### src/verilog/ros_pkg.sv
// Constants shared by the receiver operation sequencer.
`default_nettype none
package ros_pkg;
    // Clock and derived tick rates.
    localparam int unsigned CLK_HZ = 25_000_000;
    localparam int unsigned CYC_PER_US = CLK_HZ / 1_000_000;
    localparam logic [4:0] US_PRE_LAST = 5'(CYC_PER_US - 1);
    localparam logic [3:0] T10_LAST = 4'h9;
    localparam logic [6:0] MS_LAST = 7'h63;
    // Low-power oscillator calibration.
    localparam int unsigned OSC_CAL_MS = 4;
    localparam logic [28:0] OSC_CAL_TICKS = 29'(OSC_CAL_MS);
    localparam int unsigned RECAL_PERIOD_MS = 1000;

    // Crystal settle times in microseconds, indexed by the settle select field.
    localparam logic [11:0] XTAL_SETTLE_US [0:7] = '{
        12'h04e, 12'h09b, 12'h136, 12'h26c, 12'h4d8, 12'h9b0, 12'h9b0, 12'h9b0};

    // APB register byte offsets.
    localparam logic [7:0] OFS_CTRL = 8'h00;
    localparam logic [7:0] OFS_SLEEP = 8'h04;
    localparam logic [7:0] OFS_RX = 8'h08;
    localparam logic [7:0] OFS_RX_EXT = 8'h0c;
    localparam logic [7:0] OFS_CMD = 8'h10;
    localparam logic [7:0] OFS_STATUS = 8'h14;

    // Control and command register field positions.
    localparam int unsigned CTRL_MODE = 0;
    localparam int unsigned CTRL_SLEEP_EN = 1;
    localparam int unsigned CTRL_RX_EN = 2;
    localparam int unsigned CTRL_EARLY_EN = 3;
    localparam int unsigned CTRL_EXIT_SYNTH = 4;
    localparam int unsigned CTRL_CLOCK_OUT_EN = 5;
    localparam int unsigned CTRL_WOR_EN = 6;
    localparam int unsigned CTRL_WOR_SYNC = 7;
    localparam int unsigned CTRL_SETTLE_LSB = 8;
    localparam int unsigned CTRL_DIV_LSB = 11;
    localparam int unsigned CMD_GO_RX = 0;
    localparam int unsigned CMD_GO_IDLE = 1;

    // Values after reset.
    localparam logic [2:0] RST_SETTLE_SEL = 3'h2;
    localparam logic [26:0] RST_SLEEP_MS = 27'h000000a;
    localparam logic [28:0] RST_RX_T10 = 29'h00000064;
    localparam logic [28:0] RST_RX_EXT_T10 = 29'h00004e20;
    localparam logic [4:0] RST_CLOCK_OUT_DIV = 5'h01;

    typedef enum logic [2:0] {
        ST_SETTLE = 3'b000,
        ST_CAL = 3'b001,
        ST_IDLE = 3'b010,
        ST_SYNTH = 3'b011,
        ST_RX = 3'b100,
        ST_SLEEP = 3'b101
    } ros_state_t;
endpackage : ros_pkg
`default_nettype wire

### src/verilog/ros_seq.sv
// Receiver operating-state sequencer with APB configuration registers.
//
// Contract
// - After power up wait the selected crystal settle time, 310 us by default.
// - Mode bit picks stored or host configuration; host-driven is the default.
// - Host writes configuration at start; it is kept only until power loss.
// - Stored configuration is used unchanged with no host action.
// - Sleep timer enable exists, off after reset.
// - Sleep time 3 ms and up, default 10 ms, in self-running or when enabled; the code accepts any value, including 0 to 2 ms.
// - Receive timer enable exists, off after reset.
// - Receive time in 10 us steps, default 1 ms, in self-running or when enabled.
// - Extended receive time, default 200 ms, only with wake-on-radio and receive timer.
// - Receive early exit enable exists, off after reset.
// - After early exit go to idle hold or synthesizer settle; idle by default.
// - Clock output pin toggles only when clock output is enabled, off by default.
// - Output clock is base clock divided by 1 to 32, default divide by 2.
// - Wake-on-radio enable exists, off after reset.
// - Wake condition is preamble, or preamble then sync; preamble by default.
// - Calibrate low-power oscillator during power up, then periodically.
`default_nettype none
module ros_seq #(
    parameter int unsigned RECAL_MS = ros_pkg::RECAL_PERIOD_MS
) (
    // Clock and reset
    input wire logic clock,
    input wire logic reset_n,
    // APB slave
    input wire logic psel,
    input wire logic penable,
    input wire logic pwrite,
    input wire logic [7:0] paddr,
    input wire logic [31:0] pwdata,
    output logic [31:0] prdata,
    output logic pready,
    output logic pslverr,
    // Stored configuration from non-volatile memory
    input wire logic nvm_sleep_en,
    input wire logic nvm_rx_en,
    input wire logic nvm_early_en,
    input wire logic nvm_exit_synth,
    input wire logic nvm_clock_out_en,
    input wire logic nvm_wor_en,
    input wire logic nvm_wor_sync,
    input wire logic [2:0] nvm_settle_sel,
    input wire logic [4:0] nvm_clock_out_div,
    input wire logic [26:0] nvm_sleep_ms,
    input wire logic [28:0] nvm_rx_t10,
    input wire logic [28:0] nvm_rx_ext_t10,
    // Radio events
    input wire logic preamble_det,
    input wire logic sync_det,
    input wire logic rx_exit_req,
    input wire logic synth_locked,
    // State outputs
    output logic [2:0] op_state,
    output logic rx_on,
    output logic low_power_oscillator_cal,
    output logic sys_clock_out_pin
);
    typedef struct packed {
        logic [31:0] prdata;
        logic pready;
        logic pslverr;
        logic [15:0] ctrl;
        logic [26:0] sleep_ms;
        logic [28:0] rx_t10;
        logic [28:0] rx_ext_t10;
        logic [4:0] us_pre;
        logic [3:0] t10_pre;
        logic [6:0] ms_pre;
        ros_pkg::ros_state_t st;
        logic [28:0] cnt;
        logic extended;
        logic pre_seen;
        logic [15:0] recal_cnt;
        logic recal;
        logic [2:0] cal_ms;
        logic cmd_rx;
        logic cmd_idle;
        logic rx_on;
        logic osc_cal;
    } ros_seq_state_t;

    ros_seq_state_t s_q, s_d;
    logic rst_sync1_q, rst_sync2_q;

    // Reset is released through two flops so that release is clean at the clock.
    always_ff @(posedge clock or negedge reset_n) begin
        if (!reset_n) begin
            rst_sync1_q <= 1'b0;
            rst_sync2_q <= 1'b0;
        end else begin
            rst_sync1_q <= 1'b1;
            rst_sync2_q <= rst_sync1_q;
        end
    end

    // Effective configuration.
    logic self_run;
    logic e_sleep_en, e_rx_en, e_early_en, e_exit_synth, e_clock_out_en, e_wor_en, e_wor_sync;
    logic [2:0] e_settle;
    logic [4:0] e_div;
    logic [26:0] e_sleep_ms;
    logic [28:0] e_rx, e_rx_ext;
    logic sleep_act, rx_act, wake;
    logic us_tick, t10_tick, ms_tick;
    logic acc, wr, rd;

    assign self_run = s_q.ctrl[ros_pkg::CTRL_MODE];

    always_comb begin
        if (self_run) begin
            e_sleep_en = nvm_sleep_en;
            e_rx_en = nvm_rx_en;
            e_early_en = nvm_early_en;
            e_exit_synth = nvm_exit_synth;
            e_clock_out_en = nvm_clock_out_en;
            e_wor_en = nvm_wor_en;
            e_wor_sync = nvm_wor_sync;
            e_settle = nvm_settle_sel;
            e_div = nvm_clock_out_div;
            e_sleep_ms = nvm_sleep_ms;
            e_rx = nvm_rx_t10;
            e_rx_ext = nvm_rx_ext_t10;
        end else begin
            e_sleep_en = s_q.ctrl[ros_pkg::CTRL_SLEEP_EN];
            e_rx_en = s_q.ctrl[ros_pkg::CTRL_RX_EN];
            e_early_en = s_q.ctrl[ros_pkg::CTRL_EARLY_EN];
            e_exit_synth = s_q.ctrl[ros_pkg::CTRL_EXIT_SYNTH];
            e_clock_out_en = s_q.ctrl[ros_pkg::CTRL_CLOCK_OUT_EN];
            e_wor_en = s_q.ctrl[ros_pkg::CTRL_WOR_EN];
            e_wor_sync = s_q.ctrl[ros_pkg::CTRL_WOR_SYNC];
            e_settle = s_q.ctrl[ros_pkg::CTRL_SETTLE_LSB +: 3];
            e_div = s_q.ctrl[ros_pkg::CTRL_DIV_LSB +: 5];
            e_sleep_ms = s_q.sleep_ms;
            e_rx = s_q.rx_t10;
            e_rx_ext = s_q.rx_ext_t10;
        end
    end

    assign sleep_act = self_run | e_sleep_en;
    assign rx_act = self_run | e_rx_en;
    // A sync word only counts once a preamble has been seen in this window.
    assign wake = e_wor_sync ? ((s_q.pre_seen | preamble_det) & sync_det) : preamble_det;

    assign us_tick = (s_q.us_pre == ros_pkg::US_PRE_LAST);
    assign t10_tick = us_tick && (s_q.t10_pre == ros_pkg::T10_LAST);
    assign ms_tick = t10_tick && (s_q.ms_pre == ros_pkg::MS_LAST);

    assign acc = psel && penable && s_q.pready;
    assign wr = acc && pwrite;
    assign rd = psel && penable && !s_q.pready && !pwrite;

    always_comb begin
        s_d = s_q;
        s_d.cmd_rx = 1'b0;
        s_d.cmd_idle = 1'b0;

        // Free-running prescalers; the first tick of a window may come early by under one step.
        s_d.us_pre = us_tick ? 5'h00 : s_q.us_pre + 5'h01;
        if (us_tick) begin
            s_d.t10_pre = (s_q.t10_pre == ros_pkg::T10_LAST) ? 4'h0 : s_q.t10_pre + 4'h1;
        end
        if (t10_tick) begin
            s_d.ms_pre = (s_q.ms_pre == ros_pkg::MS_LAST) ? 7'h00 : s_q.ms_pre + 7'h01;
        end

        // APB: answer one cycle into the access phase; writes land on the completing edge.
        s_d.pready = psel && penable && !s_q.pready;
        if (s_d.pready) begin
            s_d.pslverr = !(paddr inside {ros_pkg::OFS_CTRL, ros_pkg::OFS_SLEEP,
                ros_pkg::OFS_RX, ros_pkg::OFS_RX_EXT, ros_pkg::OFS_CMD,
                ros_pkg::OFS_STATUS});
        end else begin
            s_d.pslverr = 1'b0;
        end
        s_d.prdata = 32'h0;
        if (rd) begin
            case (paddr)
                ros_pkg::OFS_CTRL: s_d.prdata = {16'h0, s_q.ctrl};
                ros_pkg::OFS_SLEEP: s_d.prdata = {5'h0, s_q.sleep_ms};
                ros_pkg::OFS_RX: s_d.prdata = {3'h0, s_q.rx_t10};
                ros_pkg::OFS_RX_EXT: s_d.prdata = {3'h0, s_q.rx_ext_t10};
                ros_pkg::OFS_STATUS: s_d.prdata = {26'h0, s_q.recal, s_q.extended,
                    1'b0, s_q.st};
                default: s_d.prdata = 32'h0;
            endcase
        end
        if (wr) begin
            case (paddr)
                ros_pkg::OFS_CTRL: s_d.ctrl = pwdata[15:0];
                ros_pkg::OFS_SLEEP: s_d.sleep_ms = pwdata[26:0];
                ros_pkg::OFS_RX: s_d.rx_t10 = pwdata[28:0];
                ros_pkg::OFS_RX_EXT: s_d.rx_ext_t10 = pwdata[28:0];
                ros_pkg::OFS_CMD: begin
                    s_d.cmd_rx = pwdata[ros_pkg::CMD_GO_RX];
                    s_d.cmd_idle = pwdata[ros_pkg::CMD_GO_IDLE];
                end
                default: s_d.ctrl = s_q.ctrl;
            endcase
        end

        // Periodic oscillator recalibration, run in the background after power up.
        if (s_q.st != ros_pkg::ST_SETTLE && s_q.st != ros_pkg::ST_CAL && ms_tick) begin
            if (s_q.recal) begin
                if (s_q.cal_ms == 3'(ros_pkg::OSC_CAL_MS - 1)) begin
                    s_d.recal = 1'b0;
                    s_d.cal_ms = 3'h0;
                end else begin
                    s_d.cal_ms = s_q.cal_ms + 3'h1;
                end
            end else if (s_q.recal_cnt >= 16'(RECAL_MS - 1)) begin
                s_d.recal = 1'b1;
                s_d.recal_cnt = 16'h0;
            end else begin
                s_d.recal_cnt = s_q.recal_cnt + 16'h1;
            end
        end

        case (s_q.st)
            ros_pkg::ST_SETTLE: begin
                if (us_tick) begin
                    s_d.cnt = s_q.cnt + 29'h1;
                end
                if (s_q.cnt >= {17'h0, ros_pkg::XTAL_SETTLE_US[e_settle]}) begin
                    s_d.st = ros_pkg::ST_CAL;
                    s_d.cnt = 29'h0;
                end
            end
            ros_pkg::ST_CAL: begin
                if (ms_tick) begin
                    s_d.cnt = s_q.cnt + 29'h1;
                end
                if (s_q.cnt >= ros_pkg::OSC_CAL_TICKS) begin
                    s_d.st = ros_pkg::ST_SYNTH;
                    s_d.cnt = 29'h0;
                end
            end
            ros_pkg::ST_IDLE: begin
                if (s_q.cmd_rx) begin
                    s_d.st = ros_pkg::ST_SYNTH;
                end
            end
            ros_pkg::ST_SYNTH: begin
                s_d.cnt = 29'h0;
                s_d.extended = 1'b0;
                s_d.pre_seen = 1'b0;
                if (synth_locked) begin
                    s_d.st = ros_pkg::ST_RX;
                end
            end
            ros_pkg::ST_RX: begin
                if (t10_tick) begin
                    s_d.cnt = s_q.cnt + 29'h1;
                end
                if (preamble_det) begin
                    s_d.pre_seen = 1'b1;
                end
                if (e_early_en && rx_exit_req) begin
                    s_d.st = e_exit_synth ? ros_pkg::ST_SYNTH : ros_pkg::ST_IDLE;
                    s_d.cnt = 29'h0;
                end else if (e_wor_en && rx_act && !s_q.extended && wake) begin
                    s_d.extended = 1'b1;
                    s_d.cnt = 29'h0;
                end else if (rx_act && s_q.cnt >= (s_q.extended ? e_rx_ext : e_rx)) begin
                    s_d.st = sleep_act ? ros_pkg::ST_SLEEP : ros_pkg::ST_IDLE;
                    s_d.cnt = 29'h0;
                end
            end
            ros_pkg::ST_SLEEP: begin
                if (ms_tick) begin
                    s_d.cnt = s_q.cnt + 29'h1;
                end
                if (s_q.cnt >= {2'h0, e_sleep_ms}) begin
                    s_d.st = ros_pkg::ST_SYNTH;
                    s_d.cnt = 29'h0;
                end
            end
            default: begin
                s_d.st = ros_pkg::ST_IDLE;
            end
        endcase

        // Host idle command overrides any operating state once power up is done.
        if (s_q.cmd_idle && s_q.st != ros_pkg::ST_SETTLE && s_q.st != ros_pkg::ST_CAL) begin
            s_d.st = ros_pkg::ST_IDLE;
            s_d.cnt = 29'h0;
        end
        s_d.rx_on = (s_d.st == ros_pkg::ST_RX);
        s_d.osc_cal = (s_d.st == ros_pkg::ST_CAL) | s_d.recal;
    end

    always_ff @(posedge clock or negedge rst_sync2_q) begin
        if (!rst_sync2_q) begin
            s_q <= '0;
            s_q.ctrl[ros_pkg::CTRL_SETTLE_LSB +: 3] <= ros_pkg::RST_SETTLE_SEL;
            s_q.ctrl[ros_pkg::CTRL_DIV_LSB +: 5] <= ros_pkg::RST_CLOCK_OUT_DIV;
            s_q.sleep_ms <= ros_pkg::RST_SLEEP_MS;
            s_q.rx_t10 <= ros_pkg::RST_RX_T10;
            s_q.rx_ext_t10 <= ros_pkg::RST_RX_EXT_T10;
            s_q.st <= ros_pkg::ST_SETTLE;
        end else begin
            s_q <= s_d;
        end
    end

    ros_clk_div u_clk_div (
        .clock(clock),
        .rst_n(rst_sync2_q),
        .enable(e_clock_out_en),
        .div_sel(e_div),
        .clk_out(sys_clock_out_pin)
    );

    assign prdata = s_q.prdata;
    assign pready = s_q.pready;
    assign pslverr = s_q.pslverr;
    assign op_state = s_q.st;
    assign rx_on = s_q.rx_on;
    assign low_power_oscillator_cal = s_q.osc_cal;
endmodule // ros_seq
`default_nettype wire

### src/verilog/ros_clk_div.sv
// Divided system clock output for the clock output pin.
`default_nettype none
module ros_clk_div (
    // Clock and reset
    input wire logic clock,
    input wire logic rst_n,
    // Control
    input wire logic enable,
    input wire logic [4:0] div_sel,
    // Pin
    output logic clk_out
);
    typedef struct packed {
        logic [4:0] cnt;
        logic out;
    } ros_div_t;

    ros_div_t s_q, s_d;

    // Output toggles every div_sel+1 cycles, so it is the half-rate base clock over div_sel+1.
    always_comb begin
        s_d = s_q;
        if (!enable) begin
            s_d.cnt = 5'h00;
            s_d.out = 1'b0;
        end else if (s_q.cnt >= div_sel) begin
            s_d.cnt = 5'h00;
            s_d.out = ~s_q.out;
        end else begin
            s_d.cnt = s_q.cnt + 5'h01;
        end
    end

    always_ff @(posedge clock or negedge rst_n) begin
        if (!rst_n) begin
            s_q <= '0;
        end else begin
            s_q <= s_d;
        end
    end

    assign clk_out = s_q.out;
endmodule // ros_clk_div
`default_nettype wire

### config.mk
export PLATFORM = sky130hd
export DESIGN_NAME = ros_seq
export DESIGN_NICKNAME = d
export VERILOG_FILES = /design/src/verilog/ros_pkg.sv /design/src/verilog/ros_seq.sv /design/src/verilog/ros_clk_div.sv
export SDC_FILE = /design/constraint.sdc
export NUM_CORES = 1
export LEC_CHECK = 0
export BUFFER_PORTS_ARGS = -buffer_cell sky130_fd_sc_hd__buf_2
export CAP_MARGIN = 25
export CORE_ASPECT_RATIO = 1.25
export CORE_MARGIN = 1.5
export CORE_UTILIZATION = 30
export DETAILED_ROUTE_END_ITERATION = 8
export PLACE_DENSITY = 0.57
export SLEW_MARGIN = 20
export SYNTH_ARGS = -nofsm -noshare
export SYNTH_HDL_FRONTEND = slang
export SYNTH_SLANG_ARGS = --single-unit
### constraint.sdc
create_clock -name clock -period 11.8 [get_ports clock]
set_clock_uncertainty 0.1 [all_clocks]
set_input_delay 0.59 -clock clock [delete_from_list [all_inputs] [get_ports clock]]
set_output_delay 0.59 -clock clock [all_outputs]
set_load 0.1 [all_outputs]
==> run summary <==
STATUS
---------------------------------------------------------------------------------
Run status                                                           finished, final reports clean

CTS
---------------------------------------------------------------------------------
Register clock-pin slew on the reported worst setup and hold paths        0.07 ns
Num CTS Buffers                                                                25
Count of H-tree levels built during CTS                                         1
Clock tree from TritonCTS                                                    done
Max Buffers Root-to-Sink                                                        3
Clock latency of the later-clocked register in the worst-skew pair        0.54 ns
Num Clock Sinks                                                               214
Setup fix buffers added after clock tree synthesis                              0
Cell chosen for the clock root                                       sky130_fd_sc_hd__clkbuf_16

CRITICAL PATH
---------------------------------------------------------------------------------
Master of the slowest instance on the critical path                  sky130_fd_sc_hd__buf_4
Worst R2R Setup Slack                                                     6.26 ns
Type of element launching the critical path                             flip-flop
Critical path class                                                  flip-flop to flip-flop
Delay of the slowest cell on the worst path                               0.78 ns
Start of the worst register-to-register path                         s_q[159]$_DFFE_PN0P_
CP arrival                                                                5.82 ns
Worst Setup End Kind                                                    flip-flop
Critical Path RT                                                         12.09 ns
Biggest fanout along the worst timing path                                     50
Cells along the critical path                                        buf_4, mux4_2, inv_1, ha_1, nand4_1, or4_1, o21bai_1, a2111o_1, a211oi_4, a21oi_2, a21boi_4, o221ai_1
Worst reg-to-reg path cell count                                               12
Crit Reg-Reg Endpoint                                                s_q[33]$_DFFE_PN0P_

SYNTH
---------------------------------------------------------------------------------
Largest cells by area after synthesis                                sky130_fd_sc_hd__dfrtp_1 (38%), sky130_fd_sc_hd__mux2_2 (11%), sky130_fd_sc_hd__ha_1 (8.1%)
Number of synthesized register bits                                           214
Share of the synthesized area in the top cell type                          0.382
Cell with the most instances after synthesis                         sky130_fd_sc_hd__dfrtp_1
Synth warnings                                                                  0
Ranking of synthesized cells by instance count                       sky130_fd_sc_hd__dfrtp_1 (202), sky130_fd_sc_hd__mux2_2 (125), sky130_fd_sc_hd__nor2_1 (99)
Synthesized netlist cell count                                               1247
Area leader, netlist                                                 sky130_fd_sc_hd__dfrtp_1
Number of flops mapped to enable cells by yosys                                 0
Share of flip-flops with an asynchronous set or reset                        1.00
Average size of a mapped cell                                            10.6 µm²
Most instantiated flip-flop cell in the synthesis netlist            sky130_fd_sc_hd__dfrtp_1
Sequential fraction of the synthesis area                                   0.405
Synthesized cell area                                                  0.0132 mm²
Number of distinct library cells after synthesis                               83

FLOORPLANNING
---------------------------------------------------------------------------------
Row Count                                                                      85
Die Outline Area                                                       0.0454 mm²
Die Y-Extent                                                               238 µm
Horizontal die dimension                                                   191 µm
Area of the core                                                       0.0433 mm²
Starting density of the core                                                0.306
Num ports                                                                     189

DETAILED ROUTING
---------------------------------------------------------------------------------
Vias per cell                                                                5.32
Detailed-route via count                                                    10489
Average wire per cell in the routed design                                19.4 µm
Post-DRT Antenna Nets                                                           0
Routed wire length                                                       38200 µm
DRT iter0 DRCs                                                                659
Number of detailed-routing iterations run before antenna repair                 8
Residual DRC                                                                    0

PWR
---------------------------------------------------------------------------------
Pwr Density                                                            135 mW/mm²
Net switching fraction of the power                                         0.334
Internal Dissipation                                                      1.38 mW
Share of power burned in registers                                          0.377
Highest ir drop seen on vdd                                              0.122 mV
Comb power frac                                                             0.229
Net Sw Power                                                             0.695 mW
Leak                                                                      7.04 nW
Share of power burned in the clock network                                  0.394

GRT
---------------------------------------------------------------------------------
Antenna violations before repair                                                9
Remaining global-route overflow                                                 0
Global-route wire length before repair                                   59400 µm
Largest net degree at the start of global routing                             167
Met2 capacity usage during global routing                                   0.303
Global Route met3 Usage                                                    0.0300
Overall global routing resource usage                                       0.167
Layer with the highest usage after global routing                            met2
GRT met1 Usage                                                              0.191
Number of global-route vias before repair                                   10734

STA
---------------------------------------------------------------------------------
Final critical delay including setup and external delays                  5.54 ns
Hold Fails Final Rpt                                                            0
Highest Clock Rate                                                        181 MHz
Setup violations, final                                                         0
Worst slew margin                                                           0.313
Hold Slack                                                               0.200 ns
Smallest setup slack after layout                                         6.26 ns
Slew @ Worst Pin                                                          1.03 ns
Pins Over Slew Limit                                                            0
Unrepaired setup endpoints after global routing                                no
Total negative slack                                                         0 ns
Final clock period utilization by the worst path                            0.469

CELLS AND AREA
---------------------------------------------------------------------------------
Area delta synth->final                                                     16.1%
Fraction of layout cells with a size suffix above 1                         0.302
Count of filler cells inserted in the layout                                 4311
Final layout net count                                                       1618
Final instance count without filler cells                                    1970
Layout Utilization                                                          0.355

WORST HOLD PATH
---------------------------------------------------------------------------------
Worst min-delay path endpoint                                        s_q[130]$_DFFE_PN0P_
Number of cells on the worst hold path                                          2
Class of the most critical hold timing path                          primary input to flip-flop
Worst Min Path Start                                                   pwdata[27]

PLACED DESIGN
---------------------------------------------------------------------------------
Post-DP HPWL                                                             28000 µm
Worst-case setup slack after placement                                    6.16 ns
Number of port buffers                                                        180
Global placement routability congestion                                     0.861
Number of cells after detailed placement                                     1920

FLOW RUN
---------------------------------------------------------------------------------
Count of max-cap constraint violations                                          0

-- cell families (layout without fill, tap and decap cells) --
| family | after synthesis | count (layout) | share of synthesized area |
|---|---|---|---|
| compound gates | 225 | 225 | 0.120 |
| xor+xnor | 16 | 16 | 0.0106 |
| flops | 214 | 214 | 0.405 |
| mux | 203 | 203 | 0.193 |
| buf+inv | 149 | 301 | 0.0546 |
| other cells | 2 | 8 | 0.000567 |
| simple gates | 352 | 352 | 0.135 |
| fa+ha+maj | 86 | 86 | 0.0812 |
-- power groups by stage --
stage	clock network, mW	registers, mW	logic [mW]
2_1_floorplan	0	0.806	0.328
3_3_place_gp	0	0.797	0.470
3_5_place_dp	0	0.797	0.472
4_1_cts	0.835	0.784	0.473
5_1_grt	0.863	0.788	0.511
6_report	0.819	0.785	0.476
-- registers in the layout (all words and copies together), names as in the netlist --
register                  flops
low_power_oscillator_cal      1
s_q                         170
rx_on                         1
u_clk_div.clk_out             1
u_clk_div.s_q                 5
prdata                       29
op_state                      3
rst_sync2_q                   1
pslverr                       1
pready                        1
rst_sync1_q                   1
-- stage by stage --
step / area [µm²] / power (mW)
2_1_floorplan: 13300 / 1.13
5_1_grt: 15400 / 2.16
3_3_place_gp: 14500 / 1.27
6_report: 15400 / 2.08
4_1_cts: 15400 / 2.09
3_5_place_dp: 14500 / 1.27
-- critical path, delay by kind of cell, from the launching register on --
kind | cells | cell delay, ns
buffers and inverters | 2 | 0.85
DFF | 1 | 0.69
AOI/OAI and AO/OA | 6 | 1.97
adders and majority gates | 1 | 0.16
muxes | 1 | 0.61
and+or+nand+nor | 2 | 0.95
-- layer usage --
metal	up-vias	part of all wire
li1	4875	-
met1	5238	0.39
met2	291	0.52
met3	77	0.051
met4	8	0.035
met5	-	0.0011
-- how the worst max path moves through the flow --
stage	cells after the start	endpoint	slack, ns	startpoint
2_1_floorplan	0	low_power_oscillator_cal$_DFF_PN0_	5.32	rst_sync2_q$_DFF_PN0_
3_3_place_gp	12	s_q[44]$_DFFE_PN0P_	6.23	s_q[159]$_DFFE_PN0P_
3_5_place_dp	12	s_q[31]$_DFFE_PN0P_	6.16	s_q[159]$_DFFE_PN0P_
4_1_cts	12	s_q[33]$_DFFE_PN0P_	6.16	s_q[159]$_DFFE_PN0P_
5_1_grt	12	s_q[36]$_DFFE_PN0P_	5.92	s_q[159]$_DFFE_PN0P_
6_report	12	s_q[33]$_DFFE_PN0P_	6.26	s_q[159]$_DFFE_PN0P_
-- layout by cell type, fill, tap and decap left out, types with 22 or more instances in the layout --
| cell | instances |
|---|---|
| sky130_fd_sc_hd__a21oi_1 | 60 |
| sky130_fd_sc_hd__a31oi_1 | 22 |
| sky130_fd_sc_hd__buf_2 | 180 |
| sky130_fd_sc_hd__clkbuf_16 | 25 |
| sky130_fd_sc_hd__dfrtp_1 | 200 |
| sky130_fd_sc_hd__ha_1 | 86 |
| sky130_fd_sc_hd__inv_1 | 65 |
| sky130_fd_sc_hd__mux2_2 | 125 |
| sky130_fd_sc_hd__mux2i_1 | 49 |
| sky130_fd_sc_hd__mux4_2 | 29 |
| sky130_fd_sc_hd__nand2_1 | 71 |
| sky130_fd_sc_hd__nand3_1 | 39 |
| sky130_fd_sc_hd__nand4_1 | 25 |
| sky130_fd_sc_hd__nor2_1 | 98 |
| sky130_fd_sc_hd__o21ai_0 | 30 |
-- area by class of cell --
type | count | area (µm²) | area share
repair buffers | 191 | 998 | 0.0650
diodes | 4 | 10.0 | 0.000651
well taps | 565 | 707 | 0.0460
clock inverters | 8 | 123 | 0.00798
inverters | 65 | 244 | 0.0159
multi-input cells | 886 | 7170 | 0.467
clock buffers | 37 | 741 | 0.0482
flip-flops and latches | 214 | 5380 | 0.350
-- timing repair --
action                                 4_1_cts  5_1_grt
endpoints found under the hold margin        2        0
resized for setup                            0        0
hold buffers                                 1        0
Power figures use the tool's default switching activity.
